**src/rtl/rvs_pkg.sv**
```systemverilog
// rvs_pkg.sv: constants, types and behaviour notes for the verify/stream block
package rvs_pkg;
  // ****************************************************************
  // command codes and task-file bit positions
  // ****************************************************************
  localparam logic [7:0] CMD_VERIFY = 8'h40;
  localparam logic [7:0] CMD_VERIFY_ALT = 8'h41;
  localparam logic [7:0] CMD_VERIFY_EXT = 8'h42;
  localparam logic [7:0] CMD_STREAM_READ = 8'h2a;
  localparam int ERR_CTL_BIT = 0;
  localparam int ERR_ABORT_BIT = 2;
  localparam int ERR_NOTFOUND_BIT = 4;
  localparam int ERR_UNCORR_BIT = 6;
  localparam int ST_ERR_BIT = 0;
  localparam int ST_STREAM_BIT = 5;
  localparam int ST_RDY_BIT = 6;
  localparam int ST_BSY_BIT = 7;
  localparam int DEV_LBA_BIT = 6;
  localparam logic [7:0] STATUS_RESET = 8'h40;
  // ****************************************************************
  // register map (byte index on the plain port)
  // ****************************************************************
  localparam logic [3:0] REG_ERROR = 4'h0;
  localparam logic [3:0] REG_STATUS = 4'h1;
  localparam logic [3:0] REG_CNT_LO = 4'h2;
  localparam logic [3:0] REG_CNT_HI = 4'h3;
  localparam logic [3:0] REG_LBA0 = 4'h4;
  localparam logic [3:0] REG_LBA1 = 4'h5;
  localparam logic [3:0] REG_LBA2 = 4'h6;
  localparam logic [3:0] REG_LBA3 = 4'h7;
  localparam logic [3:0] REG_LBA4 = 4'h8;
  localparam logic [3:0] REG_LBA5 = 4'h9;
  localparam logic [3:0] REG_LOG = 4'ha;
  localparam logic [3:0] REG_IRQ_STAT = 4'hb;
  localparam logic [3:0] REG_IRQ_MASK = 4'hc;
  localparam logic [7:0] RD_UNMAPPED = 8'h00;
  // irq bits: 0 done ok, 1 error, 2 stream error
  localparam int IRQ_W = 3;
  // ****************************************************************
  // types
  // ****************************************************************
  typedef struct packed {
    logic [7:0] code;
    logic [7:0] device;
    logic [15:0] count;
    logic [47:0] lba;
    logic rd_cont;
  } rvs_cmd_type;
  typedef struct packed {
    logic ok;
    logic uncorr;
    logic not_found;
    logic aborted;
  } rvs_sect_type;
  typedef enum logic [1:0] {IDLE, REQ, WAIT} rvs_state_type;
endpackage : rvs_pkg

```
**src/rtl/rvs_core.sv**
```systemverilog
// rvs_core.sv: verify and stream-read command sequencer with task-file regs
//
// Chosen here: the register addresses and the plain strobed port.
`timescale 1ns/10ps
module rvs_core (
  // clock and reset
  input wire logic CORE_CLK_I,
  input wire logic RST_B_I,
  // command issue
  input wire logic CMD_VALID_I,
  input wire rvs_pkg::rvs_cmd_type CMD_I,
  // medium sector check
  output logic SECT_REQ_O,
  output logic [47:0] SECT_LBA_O,
  output logic SECT_XFER_O,
  input wire logic SECT_DONE_I,
  input wire rvs_pkg::rvs_sect_type SECT_RES_I,
  // completion time limit expiry
  input wire logic TIME_LIMIT_I,
  // register port
  input wire logic [3:0] REG_ADDR_I,
  input wire logic [7:0] REG_WDATA_I,
  input wire logic REG_WR_I,
  input wire logic REG_RD_I,
  output logic [7:0] REG_RDATA_O,
  // interrupt
  output logic IRQ_O
);
  import rvs_pkg::*;

  // ****************************************************************
  // command state
  // ****************************************************************
  rvs_state_type state_q;
  rvs_cmd_type cmd_q;
  logic [16:0] left_q;
  logic [47:0] lba_q;
  logic [47:0] bad_lba_q;
  logic [15:0] bad_cnt_q;
  logic [7:0] err_q;
  logic [7:0] status_q;
  logic [7:0] log_q;
  logic [IRQ_W-1:0] irq_st_q;
  logic [IRQ_W-1:0] irq_mask_q;
  logic [7:0] rdata_q;

  function automatic logic is_verify(input logic [7:0] code);
    is_verify = (code == CMD_VERIFY) || (code == CMD_VERIFY_ALT)
      || (code == CMD_VERIFY_EXT);
  endfunction : is_verify

  // zero count expands to full range
  function automatic logic [16:0] full_count(input rvs_cmd_type c);
    if (c.code == CMD_VERIFY || c.code == CMD_VERIFY_ALT) begin
      full_count = (c.count[7:0] == 8'h00) ? 17'h00100
        : {9'h000, c.count[7:0]};
    end else begin
      full_count = (c.count == 16'h0000) ? 17'h10000 : {1'b0, c.count};
    end
  endfunction : full_count

  // ****************************************************************
  // decode
  // ****************************************************************
  wire start = (state_q == IDLE) && CMD_VALID_I;
  // extended verify relies on lba mode bit from host
  wire cmd_ok = (CMD_I.code == CMD_VERIFY_EXT) ? CMD_I.device[DEV_LBA_BIT]
    : (is_verify(CMD_I.code) || CMD_I.code == CMD_STREAM_READ);
  wire sect_bad = SECT_RES_I.uncorr || SECT_RES_I.not_found
    || SECT_RES_I.aborted;
  // result bits only count in the cycle the medium reports
  wire res_v = (state_q == WAIT) && SECT_DONE_I;
  wire busy = (state_q != IDLE);
  wire tlimit = busy && TIME_LIMIT_I;
  wire fail = (state_q == WAIT && SECT_DONE_I && sect_bad) || tlimit;
  wire last = (state_q == WAIT) && SECT_DONE_I && !sect_bad
    && (left_q == 17'h00001);
  wire [7:0] fail_bits = {1'b0, res_v && SECT_RES_I.uncorr, 1'b0,
    res_v && SECT_RES_I.not_found, 1'b0, res_v && SECT_RES_I.aborted,
    1'b0, tlimit};
  wire stream_err = fail && cmd_q.rd_cont;
  wire wr_irq = REG_WR_I && (REG_ADDR_I == REG_IRQ_STAT);
  wire [IRQ_W-1:0] irq_ev = {stream_err, fail && !cmd_q.rd_cont, last};

  // ****************************************************************
  // sequencer
  // ****************************************************************
  always_ff @(posedge CORE_CLK_I) begin
    if (!RST_B_I) begin
      state_q <= IDLE;
      cmd_q <= '0;
      left_q <= '0;
      lba_q <= '0;
    end else begin
      case (state_q)
        IDLE: begin
          if (start && cmd_ok) begin
            cmd_q <= CMD_I;
            left_q <= full_count(CMD_I);
            lba_q <= CMD_I.lba;
            state_q <= REQ;
          end
        end
        REQ: state_q <= tlimit ? IDLE : WAIT;
        WAIT: begin
          if (fail || last) begin
            state_q <= IDLE;
          end else if (SECT_DONE_I) begin
            left_q <= left_q - 17'h00001;
            lba_q <= lba_q + 48'h1;
            state_q <= REQ;
          end
        end
        default: state_q <= IDLE;
      endcase
    end
  end

  // ****************************************************************
  // task-file results
  // ****************************************************************
  always_ff @(posedge CORE_CLK_I) begin
    if (!RST_B_I) begin
      err_q <= '0;
      status_q <= STATUS_RESET;
      log_q <= '0;
      bad_lba_q <= '0;
      bad_cnt_q <= '0;
    end else if (start) begin
      err_q <= cmd_ok ? 8'h00 : (8'h01 << ERR_ABORT_BIT);
      status_q <= cmd_ok ? 8'h80 : 8'h41;
    end else if (fail) begin
      // first bad address and suspect count
      bad_lba_q <= lba_q;
      bad_cnt_q <= left_q[15:0];
      if (cmd_q.rd_cont) begin
        // stream error: log instead of error register
        log_q <= fail_bits;
        err_q <= 8'h00;
        // stream error flag, error bit clear
        status_q <= (8'h01 << ST_STREAM_BIT) | (8'h01 << ST_RDY_BIT);
      end else begin
        // time-limit flag lands in bit 0
        err_q <= fail_bits;
        status_q <= (8'h01 << ST_ERR_BIT) | (8'h01 << ST_RDY_BIT);
      end
    end else if (last) begin
      status_q <= 8'h01 << ST_RDY_BIT;
    end
  end

  // ****************************************************************
  // interrupt status and mask
  // ****************************************************************
  always_ff @(posedge CORE_CLK_I) begin
    if (!RST_B_I) begin
      irq_st_q <= '0;
      irq_mask_q <= '0;
    end else begin
      // set beats a same-cycle write-one clear
      irq_st_q <= (irq_st_q & ~(wr_irq ? REG_WDATA_I[IRQ_W-1:0] : '0))
        | irq_ev;
      if (REG_WR_I && REG_ADDR_I == REG_IRQ_MASK) begin
        irq_mask_q <= REG_WDATA_I[IRQ_W-1:0];
      end
    end
  end
  assign IRQ_O = |(irq_st_q & irq_mask_q);

  // ****************************************************************
  // register read
  // ****************************************************************
  logic [7:0] rd_mux;
  always_comb begin
    case (REG_ADDR_I)
      REG_ERROR: rd_mux = err_q;
      REG_STATUS: rd_mux = status_q;
      REG_CNT_LO: rd_mux = bad_cnt_q[7:0];
      REG_CNT_HI: rd_mux = bad_cnt_q[15:8];
      REG_LBA0: rd_mux = bad_lba_q[7:0];
      REG_LBA1: rd_mux = bad_lba_q[15:8];
      REG_LBA2: rd_mux = bad_lba_q[23:16];
      REG_LBA3: rd_mux = bad_lba_q[31:24];
      REG_LBA4: rd_mux = bad_lba_q[39:32];
      REG_LBA5: rd_mux = bad_lba_q[47:40];
      REG_LOG: rd_mux = log_q;
      REG_IRQ_STAT: rd_mux = {5'h00, irq_st_q};
      REG_IRQ_MASK: rd_mux = {5'h00, irq_mask_q};
      default: rd_mux = RD_UNMAPPED;
    endcase
  end
  always_ff @(posedge CORE_CLK_I) begin
    if (!RST_B_I) begin
      rdata_q <= '0;
    end else if (REG_RD_I) begin
      rdata_q <= rd_mux;
    end
  end
  assign REG_RDATA_O = rdata_q;

  // ****************************************************************
  // medium side
  // ****************************************************************
  assign SECT_REQ_O = (state_q == REQ) && !tlimit;
  assign SECT_LBA_O = lba_q;
  // verify never transfers data; stream read does
  assign SECT_XFER_O = busy && !is_verify(cmd_q.code);
endmodule : rvs_core

```
**config.mk**
```make
export PLATFORM = sky130hd
export DESIGN_NAME = rvs_core
export DESIGN_NICKNAME = d
export VERILOG_FILES = /design/src/rtl/rvs_pkg.sv /design/src/rtl/rvs_core.sv
export SDC_FILE = /design/constraint.sdc
export NUM_CORES = 1
export LEC_CHECK = 0
export ABC_CLOCK_PERIOD_IN_PS = 3550
export BUFFER_PORTS_ARGS = -buffer_cell sky130_fd_sc_hd__buf_2
export CORE_ASPECT_RATIO = 1.1
export CORE_MARGIN = 2
export CORE_UTILIZATION = 40
export DETAILED_ROUTE_END_ITERATION = 12
export GPL_TIMING_DRIVEN = 1
export PLACE_DENSITY = 0.58
export REMOVE_ABC_BUFFERS = 1
export SLEW_MARGIN = 0
export SYNTH_ARGS = -nofsm -noshare
export SYNTH_HDL_FRONTEND = slang
export SYNTH_SLANG_ARGS = --single-unit
```
**constraint.sdc**
```tcl
create_clock -name CORE_CLK_I -period 3.55 [get_ports CORE_CLK_I]
set_input_delay 0.71 -clock CORE_CLK_I [delete_from_list [all_inputs] [get_ports CORE_CLK_I]]
set_output_delay 0.71 -clock CORE_CLK_I [all_outputs]
set_load 0.05 [all_outputs]
```
==> results of run 1 <==
==> worst paths after layout <==
| check | from | end | slack, ns | depth (start not counted) |
|---|---|---|---|---|
| worst min register to register | bad_cnt_q[5]$_SDFFE_PN0P_ | bad_cnt_q[5]$_SDFFE_PN0P_ | 0.45 | 2 |
| worst max register to register | left_q[12]$_SDFFE_PN0P_ | SECT_LBA_O[8]$_SDFFE_PN0P_ | 0.53 | 6 |
| worst min-delay path | bad_cnt_q[5]$_SDFFE_PN0P_ | bad_cnt_q[5]$_SDFFE_PN0P_ | 0.45 | 2 |
| worst max-delay path | left_q[12]$_SDFFE_PN0P_ | SECT_LBA_O[8]$_SDFFE_PN0P_ | 0.53 | 6 |
==> placed cells by master (no fill, tap or decap), drive strengths merged, types with 9 or more instances in the layout <==
cell	instances
or4	9
nor4	13
a31oi	9
inv	13
nor3	33
a221oi	10
o31ai	14
clkbuf	19
o32ai	9
dfxtp	166
o21ai	57
nand3	38
nor2b	9
mux2	10
nand4	19
mux2i	15
and3	13
nand2	259
a22oi	16
buf	175
a21oi	161
nor2	75
==> cells by family (layout without fill, tap and decap cells) <==
kind of cell | after synthesis | count (layout)
buf+inv | 108 | 220
flops | 166 | 166
compound gates | 350 | 350
simple gates | 515 | 515
mux | 27 | 27
fa+ha+maj | 3 | 3
xor+xnor | 6 | 6
==> area by class of cell <==
class / count / area [um^2] / share of cell area, %
Multi-Input combinational cell: 901 / 4990 / 48.3
Clock buffer: 19 / 443 / 4.29
Timing Repair Buffer: 175 / 991 / 9.61
Sequential cell: 166 / 3320 / 32.2
Clock inverter: 13 / 156 / 1.52
Tap cell: 290 / 363 / 3.52
Inverter: 13 / 51.3 / 0.497
==> worst max-delay path: cells and delay by family, from the launching register on <==
kind | cells | cell delay [ns]
compound gates | 2 | 1.16
flops | 1 | 0.37
simple gates | 3 | 1.05
buf+inv | 1 | 0.28
==> metrics by stage <==
step / std cells / power (uW) / setup TNS, ns
detailed placement: 1545 / 2170 / 0
CTS: 1577 / 4070 / 0
finish: 1577 / 4040 / 0
global route: 1577 / 4180 / 0
floorplan: 1080 / 2030 / -20.59
global placement: 1545 / 2170 / 0
==> power breakdown <==
| part | switching (uW) | internal, uW | leakage, uW | total, uW |
|---|---|---|---|---|
| combinational | 157 | 91.3 | 0.00217 | 248 |
| sequential | 8.90 | 1870 | 0.00134 | 1880 |
| clock | 795 | 1120 | 0.000292 | 1920 |
==> sequential cells by signal (all words and copies together), names as in the netlist <==
name,count
log_q,4
status_q,4
REG_RDATA_O,8
bad_lba_q,48
bad_cnt_q,16
err_q,4
left_q,17
irq_st_q,3
SECT_LBA_O,48
state_q,2
cmd_q,9
irq_mask_q,3
==> layer usage <==
metal | vias to the layer above | routed length (um) | track usage, %
met1 | 4278 | 13600 | 36.6
met4 | 0 | 677 | 7.90
met3 | 52 | 1670 | 4.98
met2 | 290 | 12700 | 37.5
li1 | 4447 | - | -
met5 | - | 0 | 0
==> summary.md, run 1 <==
| Metric | Value |
|---|---|
| Status | complete, no violations |
| Worst slew pin tran | 1.07 ns |
| Antenna violations before repair | 0 |
| Clock sink count | 166 |
| Leak | 0.00380 uW |
| Initial Utilization | 40.7% |
| Hold Path Class | flop to flop |
| Max Slew Vio Count | 0 |
| Share of layout cells above drive strength 1 | 18.5% |
| Die Ht | 159 um |
| Hold slack | 0.449 ns |
| Worst setup EP type | flop |
| Buffer levels on the longest clock path | 2 |
| Crit-path max FO | 62 |
| RSZ-0062 raised after global routing | no |
| CP Launch Type | flop |
| FILL cells | 2229 |
| Top Ports | 163 |
| Vias | 9067 |
| Arr. time, crit path | 3.35 ns |
| Vias in the first global route | 8400 |
| Post-synth EDFFs | 0 |
| Cell Chain, Critical Path | or4_1 -> o31ai_2 -> and2_2 -> buf_12 -> nor2_1 -> o221a_2 |
| DRT iter0 DRCs | 747 |
| Final worst path period need | 3.02 ns |
| Synth Area in Adders | 0.431% |
| Max_cap viols | 0 |
| Post-CTS Setup Bufs | 0 |
| Post-synthesis average cell area | 7.41 um^2 |
| Routed Wire Length | 28600 um |
| Worst-path clk slew | 0.06 ns |
| Synth-to-layout area growth | 18.5% |
| DR pass1 iterations | 5 |
| Standard-cell row count | 56 |
| Main flop type after synthesis | dfxtp_1 |
| Clk_skew | 0.00946 ns |
| Avg WL per Cell | 18.2 um |
| Yosys top cell area share | 38.2% |
| FMAX | 0.331 GHz |
| P per Cell Area | 392 nW/um^2 |
| DRC Markers | 0 |
| Dpl ws | 0.523 ns |
| Hold Violations, Final | 0 |
| Clk_lat worst skew | 0.44 ns |
| Area share of and/or/nand/nor cells after synthesis | 27.3% |
| Port bufs | 149 |
| Worst slew margin | 28.5% |
| Global-route wire length before repair | 46000 um |
| DP Area | 9710 um^2 |
| Routed Antenna Nets | 0 |
| Design area | 10300 um^2 |
| Mapped Area | 8700 um^2 |
| CTS Hold Bufs | 0 |
| # resized after CTS | 0 |
| Final period util | 85.0% |
| Register area share after synthesis | 38.2% |
| Setup violators final | 0 |
| Post-layout util | 48.3% |
| H-tree Lvls | 4 |
| Xor/xnor cell area share of the yosys netlist | 0.604% |
| CP max stage delay | 0.91 ns |
| # diodes | 0 |
| GRT Util Overall | 25.2% |
| Count leader, synth | nand2_1 |
| Nets | 1381 |
| Yosys warning total | 0 |
| Vias per cell | 5.75 |
| Unique masters post-synth | 74 |
| GR Overflow Total | 0 |
| Total die area | 23000 um^2 |
| Multiplexer area fraction after synthesis | 3.54% |
| DP HPWL | 19800 um |
| Ys async rst share | 0% |
| Post-synthesis compound-gate area fraction | 25.1% |
| Critical-path top delay cell | o31ai_2 |
| Worst vdd ir | 0.293 mV |
| Die Wd | 145 um |
| Final WS setup | 0.532 ns |
| Largest family of logic cells by synthesized area | simple AND/OR/NAND/NOR gates |
| CTS Buf Count | 17 |
| Largest net degree at the start of global routing | 69 |
| Synth Register Bits | 166 |
| CTS tree | built |
| Commonest cells post-synth | nand2_1 (259), dfxtp_1 (166), a21oi_1 (161) |
| Routability cong. | 0.840 |
| Post-Syn Instances | 1175 |
| Root buf cell | clkbuf_16 |
| WS Path Type | flop to flop |
| Synth area leader | dfxtp_1 |
| Core ar. | 21400 um^2 |
| Ranking of synthesized cells by area | dfxtp_1 (38%), nand2_1 (11%), a21oi_1 (9.3%) |
| Critical Path RT | 3.88 ns |
No activity file was read; power rests on OpenSTA's default activity.
==> run 2, diff against run 1 <==
Settings changed: PLACE_DENSITY 0.58 to default, PLACE_DENSITY_LB_ADDON from default to 0.1.
==> run 2 against run 1 <==
  * Design area shrank 0.16%
  * Via count shrank 0.43%
  * Register-to-register slack better by 0.41 ns
  * Critical path type unchanged
  * Largest cell class unchanged
  * Highest routed layer unchanged
==> summary.md, run 2 (synthesis results as in run 1) <==
| Metric | Value |
|---|---|
| Clk_skew | 0.00932 ns (-0.000143 ns) |
| Largest net degree at the start of global routing | 75 (+8.7%) |
| Logic pwr share | 6.1% (about the same) |
| Clk network pwr share | 47.1% (-0.3 points) |
| Most common cell after layout, fill and taps aside | nand2_1 |
| CTS Buf Count | 17 (unchanged) |
| DP HPWL | 19900 um (+0.71%) |
| H-tree Lvls | 4 (unchanged) |
| DRT iter0 DRCs | 732 (-2.0%) |
| Nets | 1379 (-0.14%) |
| Worst-path clk slew | 0.07 ns (about the same) |
| DR pass1 iterations | 5 (unchanged) |
| CTS Hold Bufs | 0 (unchanged) |
| Global-route wire length before repair | 45500 um (-0.92%) |
| GRT Util Overall | 25.0% (-0.23 points) |
| CP max stage delay | 0.61 ns (-0.30 ns) |
| Standard-cell row count | 56 (unchanged) |
| Die Ht | 159 um (unchanged) |
| FMAX | 0.383 GHz (+16%) |
| WS Path Type | flop to flop |
| Share of layout cells above drive strength 1 | 18.2% (-0.28 points) |
| Setup violators final | 0 (unchanged) |
| Routability cong. | 0.891 (+6.0%) |
| Status | complete, no violations |
| Die Wd | 145 um (unchanged) |
| Root buf cell | clkbuf_16 |
| Final period util | 73.5% (-12 points) |
| RSZ-0062 raised after global routing | no |
| Final TNS setup | 0 ns (unchanged) |
| Crit-path max FO | 7 (-89%) |
| Final worst path period need | 2.61 ns (-0.411 ns) |
| Routed Wire Length | 28600 um (-0.24%) |
| Max Slew Vio Count | 0 (unchanged) |
| Hold Violations, Final | 0 (unchanged) |
| Worst slew pin tran | 0.827 ns (-0.238 ns) |
| Top Ports | 163 (unchanged) |
| Port bufs | 149 (unchanged) |
| Buffer levels on the longest clock path | 2 (unchanged) |
| Vias in the first global route | 8336 (-0.76%) |
| Antenna violations before repair | 0 (unchanged) |
| Sw frac | 23.2% (-0.61 points) |
| Worst vdd ir | 0.314 mV (+7.3%) |
| R2R cell count | 6 (unchanged) |
| FILL cells | 2222 (-0.31%) |
| Vias per cell | 5.73 (-0.30%) |
| Net load switching power | 931 uW (-3.1%) |
| Clk_lat worst skew | 0.43 ns (about the same) |
| Critical-path top delay cell | or4_1 |
| DP Area | 9700 um^2 (-0.15%) |
| Vias | 9028 (-0.43%) |
| Design area | 10300 um^2 (-0.16%) |
| Max_cap viols | 0 (unchanged) |
| Avg WL per Cell | 18.1 um (-0.11%) |
| Critical Path RT | 3.85 ns (-0.03 ns) |
| # diodes | 0 (unchanged) |
| Routed Antenna Nets | 0 (unchanged) |
| # resized after CTS | 0 (unchanged) |
| P per Cell Area | 390 nW/um^2 (-0.41%) |
| Core ar. | 21400 um^2 (unchanged) |
| Commonest non-fill, non-tap cells in the layout | nand2_1 (259), dfxtp_1 (166), a21oi_1 (160), buf_2 (149), nor2_1 (75) |
| Total die area | 23000 um^2 (unchanged) |
| Arr. time, crit path | 2.91 ns (-0.44 ns) |
| Synth-to-layout area growth | 18.3% |
| Cell Chain, Critical Path | nand4_2 -> or4_4 -> or4_1 -> nor3_2 -> mux2i_1 -> o22ai_1 |
| Clock sink count | 166 (unchanged) |
| Worst slew margin | 44.9% (+16 points) |
| Hold Path Class | flop to flop |
| Post-CTS Setup Bufs | 0 (unchanged) |
| Hold path cells | 2 (unchanged) |
| CTS tree | built |
| CP Launch Type | flop |
| Leak | 0.00379 uW (-0.36%) |
| Worst setup EP type | flop |
| Seq pwr share | 46.7% (+0.2 points) |
| DRC Markers | 0 (unchanged) |
| Internal power | 3090 uW (+0.23%) |
| GR Overflow Total | 0 (unchanged) |
| Initial Utilization | 40.7% (unchanged) |
[run 2: final cells by class]
| type | count | area (um^2) | share of cell area (%) |
|---|---|---|---|
| multi-input cells | 901 | 4990 | 48.4 |
| flip-flops and latches | 166 | 3320 | 32.3 |
| repair buffers | 173 | 976 | 9.48 |
| clock buffers | 25 | 505 | 4.91 |
| well taps | 290 | 363 | 3.52 |
| clock inverters | 7 | 92.6 | 0.899 |
| inverters | 13 | 51.3 | 0.498 |
[run 2: stage by stage]
step / total power (uW) / hold WS [ns] / instances / util [%] / setup WS [ns]
5_1_grt: 4150 / 0.469 / 1575 / 48.2 / 0.805
3_5_place_dp: 2170 / 0.444 / 1543 / 45.4 / 0.634
6_report: 4020 / 0.451 / 1575 / 48.2 / 0.942
2_1_floorplan: 2030 / 0.423 / 1080 / - / -0.494
3_3_place_gp: 2170 / 0.439 / 1543 / 45.4 / 0.682
4_1_cts: 4040 / 0.453 / 1575 / 48.2 / 0.947
[run 2: worst paths after layout]
| check | from | to | slack [ns] |
|---|---|---|---|
| worst min register to register | bad_lba_q[14]$_SDFFE_PN0P_ | bad_lba_q[14]$_SDFFE_PN0P_ | 0.45 |
| worst max register to register | SECT_LBA_O[23]$_SDFFE_PN0P_ | SECT_LBA_O[43]$_SDFFE_PN0P_ | 0.94 |
| worst min-delay path | bad_lba_q[14]$_SDFFE_PN0P_ | bad_lba_q[14]$_SDFFE_PN0P_ | 0.45 |
| worst max-delay path | SECT_LBA_O[23]$_SDFFE_PN0P_ | SECT_LBA_O[43]$_SDFFE_PN0P_ | 0.94 |
[run 2: metal layers]
layer / vias up / global-route usage (%) / part of all wire, %
met5: - / 0 / 0
met4: 0 / 6.58 / 1.7
met3: 35 / 3.65 / 4.8
met2: 274 / 38.3 / 45
met1: 4286 / 36.7 / 48
li1: 4433 / - / -
[run 2: critical path: cells and delay by family, from the launching register on]
family | cells | cell delay [ns]
mux | 1 | 0.21
compound gates | 1 | 0.09
simple gates | 4 | 1.66
flops | 1 | 0.53
[run 2: power groups by stage]
stage                     Sequential [uW]  Clock, uW  Combinational, uW
after floorplan                      1930          0               95.5
after global placement               1920          0                244
after detailed placement             1920          0                245
after CTS                            1880       1920                246
after global routing                 1880       2000                270
final                                1880       1890                247
==> run 3, diff against run 2 <==
Settings changed: ABC_CLOCK_PERIOD_IN_PS 3550 to 2600.
Clock period 3.55 ns to 2.6 ns, I/O delays scaled along.
==> run 3 against run 2 <==
  * Register-to-register slack got worse by 0.82 ns
  * Utilization up 1.8 points
  * Maximum frequency rose by 5.3%
==> summary.md, run 3 (synthesis results as in run 1) <==
| Metric | Value |
|---|---|
| DR pass1 iterations | 5 (unchanged) |
| Port bufs | 149 (unchanged) |
| Max_cap viols | 0 (unchanged) |
| Largest net degree at the start of global routing | 66 (-12%) |
| Vias per cell | 5.68 (-0.86%) |
| Standard-cell row count | 56 (unchanged) |
| Worst vdd ir | 0.381 mV (+21%) |
| Nets | 1434 (+4.0%) |
| Worst slew margin | 53.8% (+8.9 points) |
| FMAX | 0.404 GHz (+5.3%) |
| Post-layout util | 50.0% (+1.8 points) |
| Met3 wire length | 1350 um (-1.8%) |
| Initial Utilization | 40.7% (unchanged) |
| Commonest non-fill, non-tap cells in the layout | nand2_1 (259), dfxtp_1 (166), a21oi_1 (160), buf_2 (149), nor2_1 (75) |
| Die Ht | 159 um (unchanged) |
| Worst setup EP type | flop |
| DRC Markers | 0 (unchanged) |
| Setup violators final | 0 (unchanged) |
| Routability cong. | 0.878 (-1.4%) |
| Leak | 0.00407 uW (+7.3%) |
| Highest Signal Layer | met4 |
| Avg WL per Cell | 18.1 um (-0.25%) |
| Share of layout cells above drive strength 1 | 21.3% (+3.1 points) |
| CP Launch Type | flop |
| Routed Wire Length | 29400 um (+3.0%) |
| Hold Path Class | input port to flop |
| Max Slew Vio Count | 0 (unchanged) |
| CTS tree | built |
| GRT Util Overall | 25.8% (+0.77 points) |
| Overall power | 5240 uW (+30%) |
| Buffer levels on the longest clock path | 2 (unchanged) |
| H-tree Lvls | 4 (unchanged) |
| Top Ports | 163 (unchanged) |
| M1 wire length | 14100 um (+2.0%) |
| Antenna violations before repair | 0 (unchanged) |
| Final worst path period need | 2.48 ns (-0.132 ns) |
| RSZ-0062 raised after global routing | no |
| Total die area | 23000 um^2 (unchanged) |
| Crit-path max FO | 7 (unchanged) |
| Non-Filler Instances | 1627 (+3.3%) |
| Root buf cell | clkbuf_16 |
| Routed Antenna Nets | 0 (unchanged) |
| Hold Violations, Final | 0 (unchanged) |
| Worst slew pin tran | 0.694 ns (-0.134 ns) |
| DP HPWL | 21000 um (+5.2%) |
| CTS Buf Count | 17 (unchanged) |
| Arr. time, crit path | 2.85 ns (-0.06 ns) |
| Synth-to-layout area growth | 22.8% |
| Vias in the first global route | 8641 (+3.7%) |
| Vias | 9246 (+2.4%) |
| Final period util | 95.2% (+22 points) |
| Final TNS setup | 0 ns (unchanged) |
| Met2 WL | 13700 um (+5.8%) |
| GR Overflow Total | 0 (unchanged) |
| Critical Path RT | 2.97 ns (-0.88 ns) |
| DRT iter0 DRCs | 738 (+0.82%) |
| Die Wd | 145 um (unchanged) |
| WS Path Type | flop to flop |
| # diodes | 0 (unchanged) |
| Clk_skew | 0.0107 ns (+0.00135 ns) |
| Status | complete, no violations |
| Worst-path clk slew | 0.06 ns (about the same) |
| Clk_lat worst skew | 0.43 ns (about the same) |
| Core ar. | 21400 um^2 (unchanged) |
| Most common cell after layout, fill and taps aside | nand2_1 |
| P per Cell Area | 490 nW/um^2 (+26%) |
| Clock sink count | 166 (unchanged) |
| Global-route wire length before repair | 46900 um (+3.0%) |
| Placed Cells | 1598 (+3.6%) |
==> run 3: through the flow <==
| step | instance area (um^2) | setup slack [ns] | hold WS [ns] |
|---|---|---|---|
| floorplan | 8330 | -1.42 | 0.423 |
| global placement | 10200 | 0.0367 | 0.438 |
| detailed placement | 10200 | -0.0397 | 0.440 |
| CTS | 10700 | 0.143 | 0.271 |
| global route | 10700 | 0.00718 | 0.291 |
| finish | 10700 | 0.125 | 0.286 |
==> run 3: worst paths after layout <==
kind                               from                     endpoint  slack [ns]  depth (start not counted)
max reg2reg  SECT_LBA_O[1]$_SDFFE_PN0P_  SECT_LBA_O[34]$_SDFFE_PN0P_        0.12                          7
min                        TIME_LIMIT_I      state_q[1]$_SDFFE_PN0P_        0.29                          2
min reg2reg      cmd_q[80]$_SDFFE_PN0P_       cmd_q[80]$_SDFFE_PN0P_        0.44                          2
max          SECT_LBA_O[1]$_SDFFE_PN0P_  SECT_LBA_O[34]$_SDFFE_PN0P_        0.12                          7
==> run 3: critical path, cell delays in order (launching register included) <==
cell	delay, ns
dfxtp_1	0.41
ha_1	0.25
and3_1	0.26
and4_1	0.28
nand4_1	0.34
or4_1	0.57
a21oi_1	0.18
o21a_1	0.14
==> run 3: layout make-up <==
class | count | area (um^2)
Clock buffer | 25 | 495
Clock inverter | 4 | 22.5
Fill cell | 2182 | 10700
Inverter | 13 | 51.3
Multi-Input combinational cell | 901 | 4990
Sequential cell | 166 | 3320
Tap cell | 290 | 363
Timing Repair Buffer | 228 | 1440
==> run 3: timing repair <==
| item | CTS | global route |
|---|---|---|
| setup endpoints to repair | 0 | 4 |
| buffers inserted | 0 | 0 |
| resized for setup | 0 | 1 |
| hold buffers | 0 | 0 |
==> run 3: power by group <==
group          internal [uW]  leakage, uW  switching, uW
combinational            141      0.00248            220
clock                   1300     0.000255           1010
sequential              2550      0.00134           9.42
total                   4000      0.00407           1240
==> run 3: routing by layer <==
metal  vias up  global-route usage [%]
li1       4531                       -
met1      4455                    36.7
met2       234                    40.9
met3        26                    3.80
met4         0                    6.31
met5         -                       0
